--- config.mk ---
export PLATFORM = sky130hd
export DESIGN_NAME = lsup_supervisor
export DESIGN_NICKNAME = d
export VERILOG_FILES = /design/src/rtl/lsup_pkg.sv /design/src/rtl/lsup_supervisor.sv
export SDC_FILE = /design/constraint.sdc
export NUM_CORES = 2
export LEC_CHECK = 0
export BUFFER_PORTS_ARGS = -buffer_cell sky130_fd_sc_hd__buf_2
export CAP_MARGIN = 20
export CORE_MARGIN = 2
export CORE_UTILIZATION = 60
export CTS_BUF_LIST = sky130_fd_sc_hd__clkbuf_4
export DETAILED_ROUTE_END_ITERATION = 6
export PLACE_DENSITY = 0.78
export SLEW_MARGIN = 10
export SYNTH_ARGS = -nofsm -noshare
export SYNTH_HDL_FRONTEND = slang
export SYNTH_SLANG_ARGS = --single-unit
--- constraint.sdc ---
create_clock -name aclk -period 11.55 [get_ports aclk]
set_clock_uncertainty 0.05 [all_clocks]
set_input_delay 0 -clock aclk [delete_from_list [all_inputs] [get_ports aclk]]
set_output_delay 0 -clock aclk [all_outputs]
set_load 0.1 [all_outputs]
--- src/rtl/lsup_pkg.sv ---
// shared constants, register map and carrier types of the link loss supervisor
// assumes a 100 MHz aclk and an AXI4-Lite master with 32-bit data
package lsup_pkg;

    // ************************************************
    // register map (byte addresses)
    // ************************************************
    localparam logic [7:0] LSUP_CTRL_OFF = 8'h00;
    localparam logic [7:0] LSUP_TMO_OFF = 8'h04;
    localparam logic [7:0] LSUP_SCALE_OFF = 8'h08;
    localparam logic [7:0] LSUP_SAFE_OFF = 8'h0C;
    localparam logic [7:0] LSUP_STAT_OFF = 8'h10;
    localparam logic [7:0] LSUP_MASK_OFF = 8'h14;
    localparam logic [7:0] LSUP_STATE_OFF = 8'h18;

    // ************************************************
    // field positions
    // ************************************************
    localparam int LSUP_CTRL_MODE_LSB = 0;
    localparam int LSUP_CTRL_ACT_LSB = 2;
    localparam int LSUP_CTRL_SPEED_BIT = 4;
    localparam int LSUP_CTRL_PROF_BIT = 5;
    localparam int LSUP_CTRL_REFRESH_BIT = 8;
    localparam int LSUP_CTRL_FRESET_BIT = 9;
    localparam int LSUP_STAT_LOSS_BIT = 0;
    localparam int LSUP_STAT_REFRESH_BIT = 1;
    localparam int LSUP_STAT_W = 2;

    // ************************************************
    // reset values and bus answers
    // ************************************************
    localparam logic [15:0] LSUP_SCALE_RST = 16'h0001;
    localparam logic [15:0] LSUP_TMO_RST = 16'h000A;
    localparam logic [1:0] LSUP_RESP_OKAY = 2'h0;
    localparam logic [1:0] LSUP_RESP_SLVERR = 2'h2;

    // ************************************************
    // timing
    // ************************************************
    localparam int LSUP_CLK_PERIOD_NS = 10;
    localparam int LSUP_MS_NS = 1000000;
    localparam logic [23:0] LSUP_TMO_UNIT_MS = 24'h000064;
    localparam logic [3:0] LSUP_CYCLE_SLOW_MS = 4'hA;
    localparam logic [3:0] LSUP_CYCLE_FAST_MS = 4'h2;
    localparam int LSUP_AVG_WINDOW_MS = 10000;
    localparam int LSUP_AVG_DEPTH = 16;
    localparam int LSUP_AVG_SHIFT = 4;
    localparam logic [9:0] LSUP_AVG_SAMPLE_MS = 10'(LSUP_AVG_WINDOW_MS / LSUP_AVG_DEPTH);

    // ************************************************
    // modes and carriers
    // ************************************************
    typedef enum logic [1:0] {
        LSUP_MODE_OFF = 2'h0,
        LSUP_MODE_ANY = 2'h1,
        LSUP_MODE_CTRL = 2'h2
    } lsup_mode_t;

    typedef enum logic [1:0] {
        LSUP_ACT_NONE = 2'h0,
        LSUP_ACT_FAULT = 2'h1,
        LSUP_ACT_SAFE = 2'h2,
        LSUP_ACT_LAST = 2'h3
    } lsup_action_t;

    typedef struct packed {
        logic [1:0] mode;
        logic [1:0] action;
        logic cycle_speed_select;
        logic short_word_profile;
        logic [15:0] timeout;
    } lsup_cfg_t;

    typedef struct packed {
        logic request;
        logic ctrl_write;
        logic [15:0] ref_word;
        logic [15:0] actual;
    } lsup_fb_t;

endpackage

--- src/rtl/lsup_supervisor.sv ---
// link loss supervisor: timeout watch, loss actions, reference scaling, cycle tick
// assumes fieldbus strobes are one-cycle pulses synchronous to aclk
//
// Design decisions made here: the placing of the registers and the AXI4-Lite interface to the registers.
`timescale 1ns/100ps
module lsup_supervisor
    import lsup_pkg::*;
#(
    parameter int MS_CYCLES = LSUP_MS_NS / LSUP_CLK_PERIOD_NS
) (
    input wire logic aclk,
    input wire logic aresetn,
    input wire logic [7:0] s_axi_awaddr,
    input wire logic s_axi_awvalid,
    output logic s_axi_awready,
    input wire logic [31:0] s_axi_wdata,
    input wire logic [3:0] s_axi_wstrb,
    input wire logic s_axi_wvalid,
    output logic s_axi_wready,
    output logic [1:0] s_axi_bresp,
    output logic s_axi_bvalid,
    input wire logic s_axi_bready,
    input wire logic [7:0] s_axi_araddr,
    input wire logic s_axi_arvalid,
    output logic s_axi_arready,
    output logic [31:0] s_axi_rdata,
    output logic [1:0] s_axi_rresp,
    output logic s_axi_rvalid,
    input wire logic s_axi_rready,
    input wire lsup_fb_t fb,
    output logic [31:0] ref_scaled,
    output logic [31:0] act_scaled,
    output logic [31:0] speed_ref,
    output logic fault_trip,
    output logic loss_alarm,
    output logic link_loss_event,
    output logic cycle_tick,
    output logic irq
);

    // ************************************************
    // helpers
    // ************************************************
    function automatic logic [31:0] merge_bytes(input logic [31:0] old_v,
                                                input logic [31:0] new_v,
                                                input logic [3:0] strb);
        logic [31:0] res;
        res = old_v;
        for (int i = 0; i < 4; i++) begin
            if (strb[i]) begin
                res[i*8 +: 8] = new_v[i*8 +: 8];
            end
        end
        return res;
    endfunction

    function automatic logic addr_mapped(input logic [7:0] addr);
        return (addr == LSUP_CTRL_OFF) || (addr == LSUP_TMO_OFF) ||
               (addr == LSUP_SCALE_OFF) || (addr == LSUP_SAFE_OFF) ||
               (addr == LSUP_STAT_OFF) || (addr == LSUP_MASK_OFF) ||
               (addr == LSUP_STATE_OFF);
    endfunction

    typedef enum logic [1:0] {
        SUP_OFF,
        SUP_WATCH,
        SUP_LOST
    } lsup_state_t;

    logic [31:0] ctrl_reg;
    logic [15:0] tmo_reg;
    logic [15:0] scale_reg;
    logic [31:0] safe_reg;
    logic [LSUP_STAT_W-1:0] status_reg;
    logic [LSUP_STAT_W-1:0] mask_reg;
    logic refresh_reg;
    lsup_cfg_t cfg_reg;
    logic aw_hold_reg;
    logic [7:0] aw_addr_reg;
    logic w_hold_reg;
    logic [31:0] w_data_reg;
    logic [3:0] w_strb_reg;
    logic bvalid_reg;
    logic [1:0] bresp_reg;
    logic rvalid_reg;
    logic [31:0] rdata_reg;
    logic [1:0] rresp_reg;
    logic [16:0] ms_cnt_reg;
    logic ms_tick;
    logic [3:0] cyc_cnt_reg;
    logic cycle_tick_reg;
    lsup_state_t sup_state_reg;
    logic [23:0] silence_reg;
    logic [23:0] limit;
    logic restart;
    logic expiry;
    logic loss_event_reg;
    logic fault_reg;
    logic alarm_reg;
    logic [31:0] ref_reg;
    logic [31:0] act_reg;
    logic [31:0] speed_reg;
    logic [31:0] avg_hold_reg;
    logic [31:0] avg_ring [LSUP_AVG_DEPTH];
    logic [35:0] avg_sum_reg;
    logic [3:0] avg_idx_reg;
    logic [9:0] avg_ms_reg;
    logic [31:0] avg_now;
    logic do_write;
    logic ar_take;
    logic [31:0] rd_mux;
    logic [LSUP_STAT_W-1:0] events;
    logic [31:0] tmo_merge;
    logic [31:0] scale_merge;

    // ************************************************
    // axi4-lite slave
    // ************************************************
    // address and data are taken in either order; one write is answered at a time
    assign s_axi_awready = !aw_hold_reg && !bvalid_reg;
    assign s_axi_wready = !w_hold_reg && !bvalid_reg;
    assign s_axi_bvalid = bvalid_reg;
    assign s_axi_bresp = bresp_reg;
    assign s_axi_arready = !rvalid_reg;
    assign s_axi_rvalid = rvalid_reg;
    assign s_axi_rdata = rdata_reg;
    assign s_axi_rresp = rresp_reg;
    assign do_write = aw_hold_reg && w_hold_reg && !bvalid_reg;
    assign ar_take = s_axi_arvalid && !rvalid_reg;

    always_ff @(posedge aclk) begin
        if (!aresetn) begin
            aw_hold_reg <= 1'b0;
            aw_addr_reg <= 8'h00;
            w_hold_reg <= 1'b0;
            w_data_reg <= 32'h00000000;
            w_strb_reg <= 4'h0;
            bvalid_reg <= 1'b0;
            bresp_reg <= LSUP_RESP_OKAY;
        end else begin
            if (s_axi_awvalid && s_axi_awready) begin
                aw_hold_reg <= 1'b1;
                aw_addr_reg <= {s_axi_awaddr[7:2], 2'h0};
            end
            if (s_axi_wvalid && s_axi_wready) begin
                w_hold_reg <= 1'b1;
                w_data_reg <= s_axi_wdata;
                w_strb_reg <= s_axi_wstrb;
            end
            if (do_write) begin
                aw_hold_reg <= 1'b0;
                w_hold_reg <= 1'b0;
                bvalid_reg <= 1'b1;
                bresp_reg <= addr_mapped(aw_addr_reg) ? LSUP_RESP_OKAY : LSUP_RESP_SLVERR;
            end else if (bvalid_reg && s_axi_bready) begin
                bvalid_reg <= 1'b0;
            end
        end
    end

    always_comb begin
        rd_mux = 32'h00000000;
        case ({s_axi_araddr[7:2], 2'h0})
            LSUP_CTRL_OFF: rd_mux = {ctrl_reg[31:LSUP_CTRL_REFRESH_BIT+1], refresh_reg,
                                     ctrl_reg[LSUP_CTRL_REFRESH_BIT-1:0]};
            LSUP_TMO_OFF: rd_mux = {16'h0000, tmo_reg};
            LSUP_SCALE_OFF: rd_mux = {16'h0000, scale_reg};
            LSUP_SAFE_OFF: rd_mux = safe_reg;
            LSUP_STAT_OFF: rd_mux = {30'h00000000, status_reg};
            LSUP_MASK_OFF: rd_mux = {30'h00000000, mask_reg};
            LSUP_STATE_OFF: rd_mux = {27'h0000000, sup_state_reg == SUP_LOST,
                                      cfg_reg.cycle_speed_select, alarm_reg, fault_reg,
                                      cfg_reg.short_word_profile};
            default: rd_mux = 32'h00000000;
        endcase
    end

    always_ff @(posedge aclk) begin
        if (!aresetn) begin
            rvalid_reg <= 1'b0;
            rdata_reg <= 32'h00000000;
            rresp_reg <= LSUP_RESP_OKAY;
        end else if (ar_take) begin
            rvalid_reg <= 1'b1;
            rdata_reg <= rd_mux;
            rresp_reg <= addr_mapped({s_axi_araddr[7:2], 2'h0}) ? LSUP_RESP_OKAY
                                                                 : LSUP_RESP_SLVERR;
        end else if (rvalid_reg && s_axi_rready) begin
            rvalid_reg <= 1'b0;
        end
    end

    // ************************************************
    // configuration registers
    // ************************************************
    assign tmo_merge = merge_bytes({16'h0000, tmo_reg}, w_data_reg, w_strb_reg);
    assign scale_merge = merge_bytes({16'h0000, scale_reg}, w_data_reg, w_strb_reg);

    // ctrl bits 9 and 8 are strobes: never stored, so bit 8 reads back as the pending refresh and bit 9 as zero
    always_ff @(posedge aclk) begin
        if (!aresetn) begin
            ctrl_reg <= 32'h00000000;
            tmo_reg <= LSUP_TMO_RST;
            scale_reg <= LSUP_SCALE_RST;
            safe_reg <= 32'h00000000;
            mask_reg <= '0;
        end else if (do_write) begin
            case (aw_addr_reg)
                LSUP_CTRL_OFF: ctrl_reg <= merge_bytes(ctrl_reg, w_data_reg, w_strb_reg) &
                                           32'h0000003F;
                LSUP_TMO_OFF: tmo_reg <= tmo_merge[15:0];
                LSUP_SCALE_OFF: begin
                    // a zero factor would blank every reference; keep the old one
                    if (scale_merge[15:0] != 16'h0000) begin
                        scale_reg <= scale_merge[15:0];
                    end
                end
                LSUP_SAFE_OFF: safe_reg <= merge_bytes(safe_reg, w_data_reg, w_strb_reg);
                LSUP_MASK_OFF: mask_reg <= w_data_reg[LSUP_STAT_W-1:0];
                default: ;
            endcase
        end
    end

    // refresh copies pending settings into the active set one cycle after the write
    always_ff @(posedge aclk) begin
        if (!aresetn) begin
            refresh_reg <= 1'b0;
            cfg_reg <= '{mode: LSUP_MODE_OFF, action: LSUP_ACT_NONE, cycle_speed_select: 1'b0,
                         short_word_profile: 1'b0, timeout: LSUP_TMO_RST};
        end else begin
            if (do_write && aw_addr_reg == LSUP_CTRL_OFF && w_strb_reg[1] &&
                w_data_reg[LSUP_CTRL_REFRESH_BIT]) begin
                refresh_reg <= 1'b1;
            end else if (refresh_reg) begin
                refresh_reg <= 1'b0;
            end
            if (refresh_reg) begin
                cfg_reg.mode <= ctrl_reg[LSUP_CTRL_MODE_LSB +: 2];
                cfg_reg.action <= ctrl_reg[LSUP_CTRL_ACT_LSB +: 2];
                cfg_reg.cycle_speed_select <= ctrl_reg[LSUP_CTRL_SPEED_BIT];
                cfg_reg.short_word_profile <= ctrl_reg[LSUP_CTRL_PROF_BIT];
                cfg_reg.timeout <= tmo_reg;
            end
        end
    end

    // ************************************************
    // interrupt status
    // ************************************************
    assign events[LSUP_STAT_LOSS_BIT] = loss_event_reg;
    assign events[LSUP_STAT_REFRESH_BIT] = refresh_reg;

    // an event in the same cycle as the clearing read survives
    always_ff @(posedge aclk) begin
        if (!aresetn) begin
            status_reg <= '0;
        end else if (ar_take && {s_axi_araddr[7:2], 2'h0} == LSUP_STAT_OFF) begin
            status_reg <= events;
        end else begin
            status_reg <= status_reg | events;
        end
    end

    assign irq = |(status_reg & mask_reg);

    // ************************************************
    // millisecond and communication cycle ticks
    // ************************************************
    assign ms_tick = (ms_cnt_reg == 17'(MS_CYCLES - 1));

    always_ff @(posedge aclk) begin
        if (!aresetn || ms_tick) begin
            ms_cnt_reg <= 17'h00000;
        end else begin
            ms_cnt_reg <= ms_cnt_reg + 17'h00001;
        end
    end

    always_ff @(posedge aclk) begin
        if (!aresetn) begin
            cyc_cnt_reg <= 4'h0;
            cycle_tick_reg <= 1'b0;
        end else begin
            cycle_tick_reg <= 1'b0;
            if (ms_tick) begin
                if (cyc_cnt_reg >= (cfg_reg.cycle_speed_select ? LSUP_CYCLE_FAST_MS - 4'h1
                                                               : LSUP_CYCLE_SLOW_MS - 4'h1)) begin
                    cyc_cnt_reg <= 4'h0;
                    cycle_tick_reg <= 1'b1;
                end else begin
                    cyc_cnt_reg <= cyc_cnt_reg + 4'h1;
                end
            end
        end
    end

    assign cycle_tick = cycle_tick_reg;

    // ************************************************
    // silence watch
    // ************************************************
    assign restart = (cfg_reg.mode == LSUP_MODE_ANY && fb.request) ||
                     (cfg_reg.mode == LSUP_MODE_CTRL && fb.ctrl_write);
    assign limit = {8'h00, cfg_reg.timeout} * LSUP_TMO_UNIT_MS;
    // loss fires on the tick that would carry silence past the limit
    assign expiry = sup_state_reg == SUP_WATCH && !restart && ms_tick &&
                    silence_reg >= limit;

    always_ff @(posedge aclk) begin
        if (!aresetn || cfg_reg.mode == LSUP_MODE_OFF) begin
            sup_state_reg <= SUP_OFF;
            silence_reg <= 24'h000000;
        end else begin
            case (sup_state_reg)
                SUP_OFF: begin
                    sup_state_reg <= SUP_WATCH;
                    silence_reg <= 24'h000000;
                end
                SUP_WATCH: begin
                    if (restart) begin
                        silence_reg <= 24'h000000;
                    end else if (expiry) begin
                        sup_state_reg <= SUP_LOST;
                    end else if (ms_tick) begin
                        silence_reg <= silence_reg + 24'h000001;
                    end
                end
                SUP_LOST: begin
                    if (restart) begin
                        sup_state_reg <= SUP_WATCH;
                        silence_reg <= 24'h000000;
                    end
                end
                default: sup_state_reg <= SUP_OFF;
            endcase
        end
    end

    // ************************************************
    // loss actions
    // ************************************************
    // fault holds until software resets it; alarm ends when traffic resumes
    always_ff @(posedge aclk) begin
        if (!aresetn) begin
            loss_event_reg <= 1'b0;
            fault_reg <= 1'b0;
            alarm_reg <= 1'b0;
            avg_hold_reg <= 32'h00000000;
        end else begin
            loss_event_reg <= expiry;
            if (expiry && cfg_reg.action == LSUP_ACT_FAULT) begin
                fault_reg <= 1'b1;
            end else if (do_write && aw_addr_reg == LSUP_CTRL_OFF && w_strb_reg[1] &&
                         w_data_reg[LSUP_CTRL_FRESET_BIT]) begin
                fault_reg <= 1'b0;
            end
            if (expiry && (cfg_reg.action == LSUP_ACT_SAFE ||
                           cfg_reg.action == LSUP_ACT_LAST)) begin
                alarm_reg <= 1'b1;
                avg_hold_reg <= avg_now;
            end else if (sup_state_reg != SUP_LOST) begin
                alarm_reg <= 1'b0;
            end
        end
    end

    assign link_loss_event = loss_event_reg;
    assign fault_trip = fault_reg;
    assign loss_alarm = alarm_reg;

    // ************************************************
    // reference scaling and averaging
    // ************************************************
    always_ff @(posedge aclk) begin
        if (!aresetn) begin
            ref_reg <= 32'h00000000;
            act_reg <= 32'h00000000;
        end else if (cfg_reg.short_word_profile) begin
            ref_reg <= {16'h0000, fb.ref_word} * {16'h0000, scale_reg};
            act_reg <= {16'h0000, fb.actual} * {16'h0000, scale_reg};
        end else begin
            ref_reg <= {16'h0000, fb.ref_word};
            act_reg <= {16'h0000, fb.actual};
        end
    end

    // sixteen samples spaced evenly over the window; coarse but needs no divider
    assign avg_now = 32'(avg_sum_reg >> LSUP_AVG_SHIFT);

    always_ff @(posedge aclk) begin
        if (!aresetn) begin
            avg_ms_reg <= 10'h000;
            avg_idx_reg <= 4'h0;
            avg_sum_reg <= 36'h000000000;
            for (int i = 0; i < LSUP_AVG_DEPTH; i++) begin
                avg_ring[i] <= 32'h00000000;
            end
        end else if (ms_tick) begin
            if (avg_ms_reg == LSUP_AVG_SAMPLE_MS - 10'h001) begin
                avg_ms_reg <= 10'h000;
                avg_ring[avg_idx_reg] <= ref_reg;
                avg_sum_reg <= avg_sum_reg - {4'h0, avg_ring[avg_idx_reg]} + {4'h0, ref_reg};
                avg_idx_reg <= avg_idx_reg + 4'h1;
            end else begin
                avg_ms_reg <= avg_ms_reg + 10'h001;
            end
        end
    end

    always_ff @(posedge aclk) begin
        if (!aresetn) begin
            speed_reg <= 32'h00000000;
        end else if (alarm_reg && cfg_reg.action == LSUP_ACT_SAFE) begin
            speed_reg <= safe_reg;
        end else if (alarm_reg && cfg_reg.action == LSUP_ACT_LAST) begin
            speed_reg <= avg_hold_reg;
        end else begin
            speed_reg <= ref_reg;
        end
    end

    assign ref_scaled = ref_reg;
    assign act_scaled = act_reg;
    assign speed_ref = speed_reg;

endmodule

==> impl_metrics.ini <==
[floorplan]
die_w_um = 322
core_um2 = 100000
start_util_pct = 60.5
fp.dieH_um = 322
num_rows = 116
dieArea_um2 = 104000
ios = 235

[clock_tree]
tritoncts = built
cts_buffers = 234
cts_root_buf = clkbuf_4
htree_levels = 4
postCtsSetupRepairBufs = 0
clock_latency_ns = 1.23
clock-sinks = 922
clk_pin_slew_worst_paths_ns = 0.08
cts.path.max_buffers = 3

[timing]
finalSetupTns_ns = 0
report.final.slew_viol_count = 0
setup_viol = 0
rsz0062_at_grt = no
hold_viol_final = 0
tightest_slew_ns = 1.18
min_period_ns = 7.38
fmax_ghz = 0.136
slew_headroom_pct = 21.2
finalCritPeriodShare_pct = 63.9

[logic_synthesis]
synth-edff-count = 512
synth_cell_types = 80
synth_ff_type = edfxtp_1
synth-async-reset-ratio_pct = 0
netlist_top_cells_area = edfxtp_1 (25%), fa_1 (14%), dfxtp_1 (14%)
synth_seq_cells = 922
synth_cells = 5786
ys_warn_count = 0
syn_area_per_cell_um2 = 10.5
synth.yosys.seq_area_share_pct = 38.9
yosysTopAreaCellShare_pct = 25.4
syn_area_um2 = 60600
yosysTopAreaCell = edfxtp_1

[power]
powerDensity_nw_per_um2 = 103
ir_drop_mv = 0.0906
power.leakage_uw = 0.0305

[finish]
seqCellArea_um2 = 23600
area_delta_synth_final_pct = 12.9
fillCellCount = 7124
final_common_cell = inv_1
final_cells = 7699
drive_gt1_share_pct = 14.1
final_cell_mix = inv_1 (687), nand2_1 (579), and3_1 (547)
largest_reg_flops = 512
multi_input_area_um2 = 33000
nets = 7064

[global_routing]
grt_overflow = 0
grt_max_degree = 157
grt_antenna_before_repair = 18
grt_pass1_vias = 48300
grt_pass1_wl_mm = 274
grt_usage_pct = 34.8

[outcome]
violations = DRC
status = finished with violations

[placement]
place.port_buffers = 228
dp_hpwl_mm = 106
place.gp.congestion = 0.961
place_inst = 6989

[worst_setup_path]
end_kind = flop
reg2reg_slack_ns = 4.17
ff2ff_path_depth = 21
slowest_stage = a2111oi_0
timing.rr.end = act_scaled[28]
crit_top_cell = fa_1
crit_buf_inv = 5
r2r-start = scale_reg[6]
start_kind = flop
path_max_fanout = 23
required_ns = 12.62
worstPathArrival_ns = 8.45
crit_family = adder cells
crit_type = reg -> reg
cpPeakStageDelay_ns = 0.78
cp_cell_sequence = buf_4 -> and2_1 -> fa_1 -> inv_1 -> fa_1 -> inv_1 -> ha_1 -> fa_1 -> fa_1 -> inv_1 -> fa_1 -> inv_1 -> ha_1 -> a21oi_1 -> o21ai_0 -> a2111oi_0 -> nor2_1 -> a2111oi_0 -> nor3b_1 -> a31oi_1 -> mux2i_1

[job]
cap_violations = 0

[route]
via_per_inst = 6.16
ant_nets = 0
first_pass_iters = 7
drt_iter0_drc = 5750
num_vias = 47400
wl_mm = 176
drt-wirelength-per-cell_um = 22.9
drc_errors = 13

[hold_path]
hold_class = in -> reg
worstHoldStart = s_axi_bready
whs_endpoint = s_axi_bvalid
holdPathStages = 5
synth_stat cells, drive strengths merged (17+ instances only):
library cell	n
nor3	31
buf	31
ha	330
and2	246
dfxtp	410
a211oi	57
xor2	47
or3	26
o21ai	82
nand4	22
o31ai	19
fa	431
mux2i	152
a22oi	35
edfxtp	512
o21bai	17
a21oi	244
clkbuf	367
mux4	162
nor2	327
nand2	595
and3	547
a21o	48
nand3	89
xnor2	57
or4	20
inv	688
worst max path at each step:
stage | startpoint | endpoint | cells past startpoint
floorplan | scale_reg[1] | ref_scaled[25] | 22
global placement | scale_reg[6] | act_scaled[28] | 21
detailed placement | scale_reg[6] | act_scaled[28] | 21
CTS | scale_reg[6] | act_scaled[28] | 21
global route | scale_reg[6] | act_scaled[28] | 21
finish | scale_reg[6] | act_scaled[28] | 21
power breakdown:
| group | switching (uW) | total, uW | internal [uW] | leakage (uW) |
|---|---|---|---|---|
| Sequential | 68.9 | 3630 | 3560 | 0.00818 |
| Combinational | 372 | 569 | 196 | 0.0206 |
| Clock | 1450 | 2860 | 1410 | 0.00177 |
| Total | 1890 | 7060 | 5170 | 0.0305 |
through the flow:
step / power (uW) / setup WS (ns) / hold slack, ns / area (um^2) / utilization (%)
after floorplan: 3980 / 5.32 / 0.0501 / 60600 / -
after global routing: 7290 / 3.85 / 0.0539 / 68400 / 68.3
after detailed placement: 4150 / 4.35 / 0.148 / 62500 / 62.4
after global placement: 4140 / 4.63 / 0.134 / 62500 / 62.4
after CTS: 7010 / 4.32 / 0.0214 / 68300 / 68.2
final: 7060 / 4.17 / 0.0897 / 68400 / 68.3
timing repair:
| item | in CTS | in global routing |
|---|---|---|
| gates resized for setup | 0 | 0 |
| hold buffers | 276 | 0 |
| hold endpoints to repair | 313 | 0 |
worst reg2reg max path: stages (launching register included):
cell,delay (ns)
dfxtp_1,0.67
buf_4,0.43
and2_1,0.20
fa_1,0.41
inv_1,0.08
fa_1,0.42
inv_1,0.08
ha_1,0.18
fa_1,0.46
fa_1,0.55
inv_1,0.05
fa_1,0.47
inv_1,0.05
ha_1,0.34
a21oi_1,0.15
o21ai_0,0.17
a2111oi_0,0.78
nor2_1,0.35
a2111oi_0,0.63
nor3b_1,0.27
a31oi_1,0.26
mux2i_1,0.25
layer usage:
metal / track usage, % / share of wire (%) / vias up
met5: 0 / 0.025 / -
met4: 16.8 / 5.0 / 8
met3: 11.5 / 13 / 641
met2: 52.7 / 45 / 2946
met1: 45.3 / 37 / 23100
li1: - / - / 20700
cell type report:
cell class / count / share of cell area [%]
multi-input cells: 3779 / 48.2
diodes: 11 / 0.0402
repair buffers: 585 / 6.79
clock inverters: 76 / 0.653
flip-flops and latches: 922 / 34.5
clock buffers: 340 / 3.73
well taps: 1298 / 2.37
inverters: 688 / 3.78
kinds of logic (layout without fill, tap and decap cells):
group           Yosys count  in the layout  share of synthesized area (%)
fa+ha+maj               761            761                           21.0
xor+xnor                104            104                           1.50
simple gates           1980           1980                           16.6
flops                   922            922                           38.9
mux                     328            328                           8.79
compound gates          604            604                           6.23
buf+inv                1086           1689                           6.90
other cells               1             13                        0.00619
(Power assumes the default switching activity.)
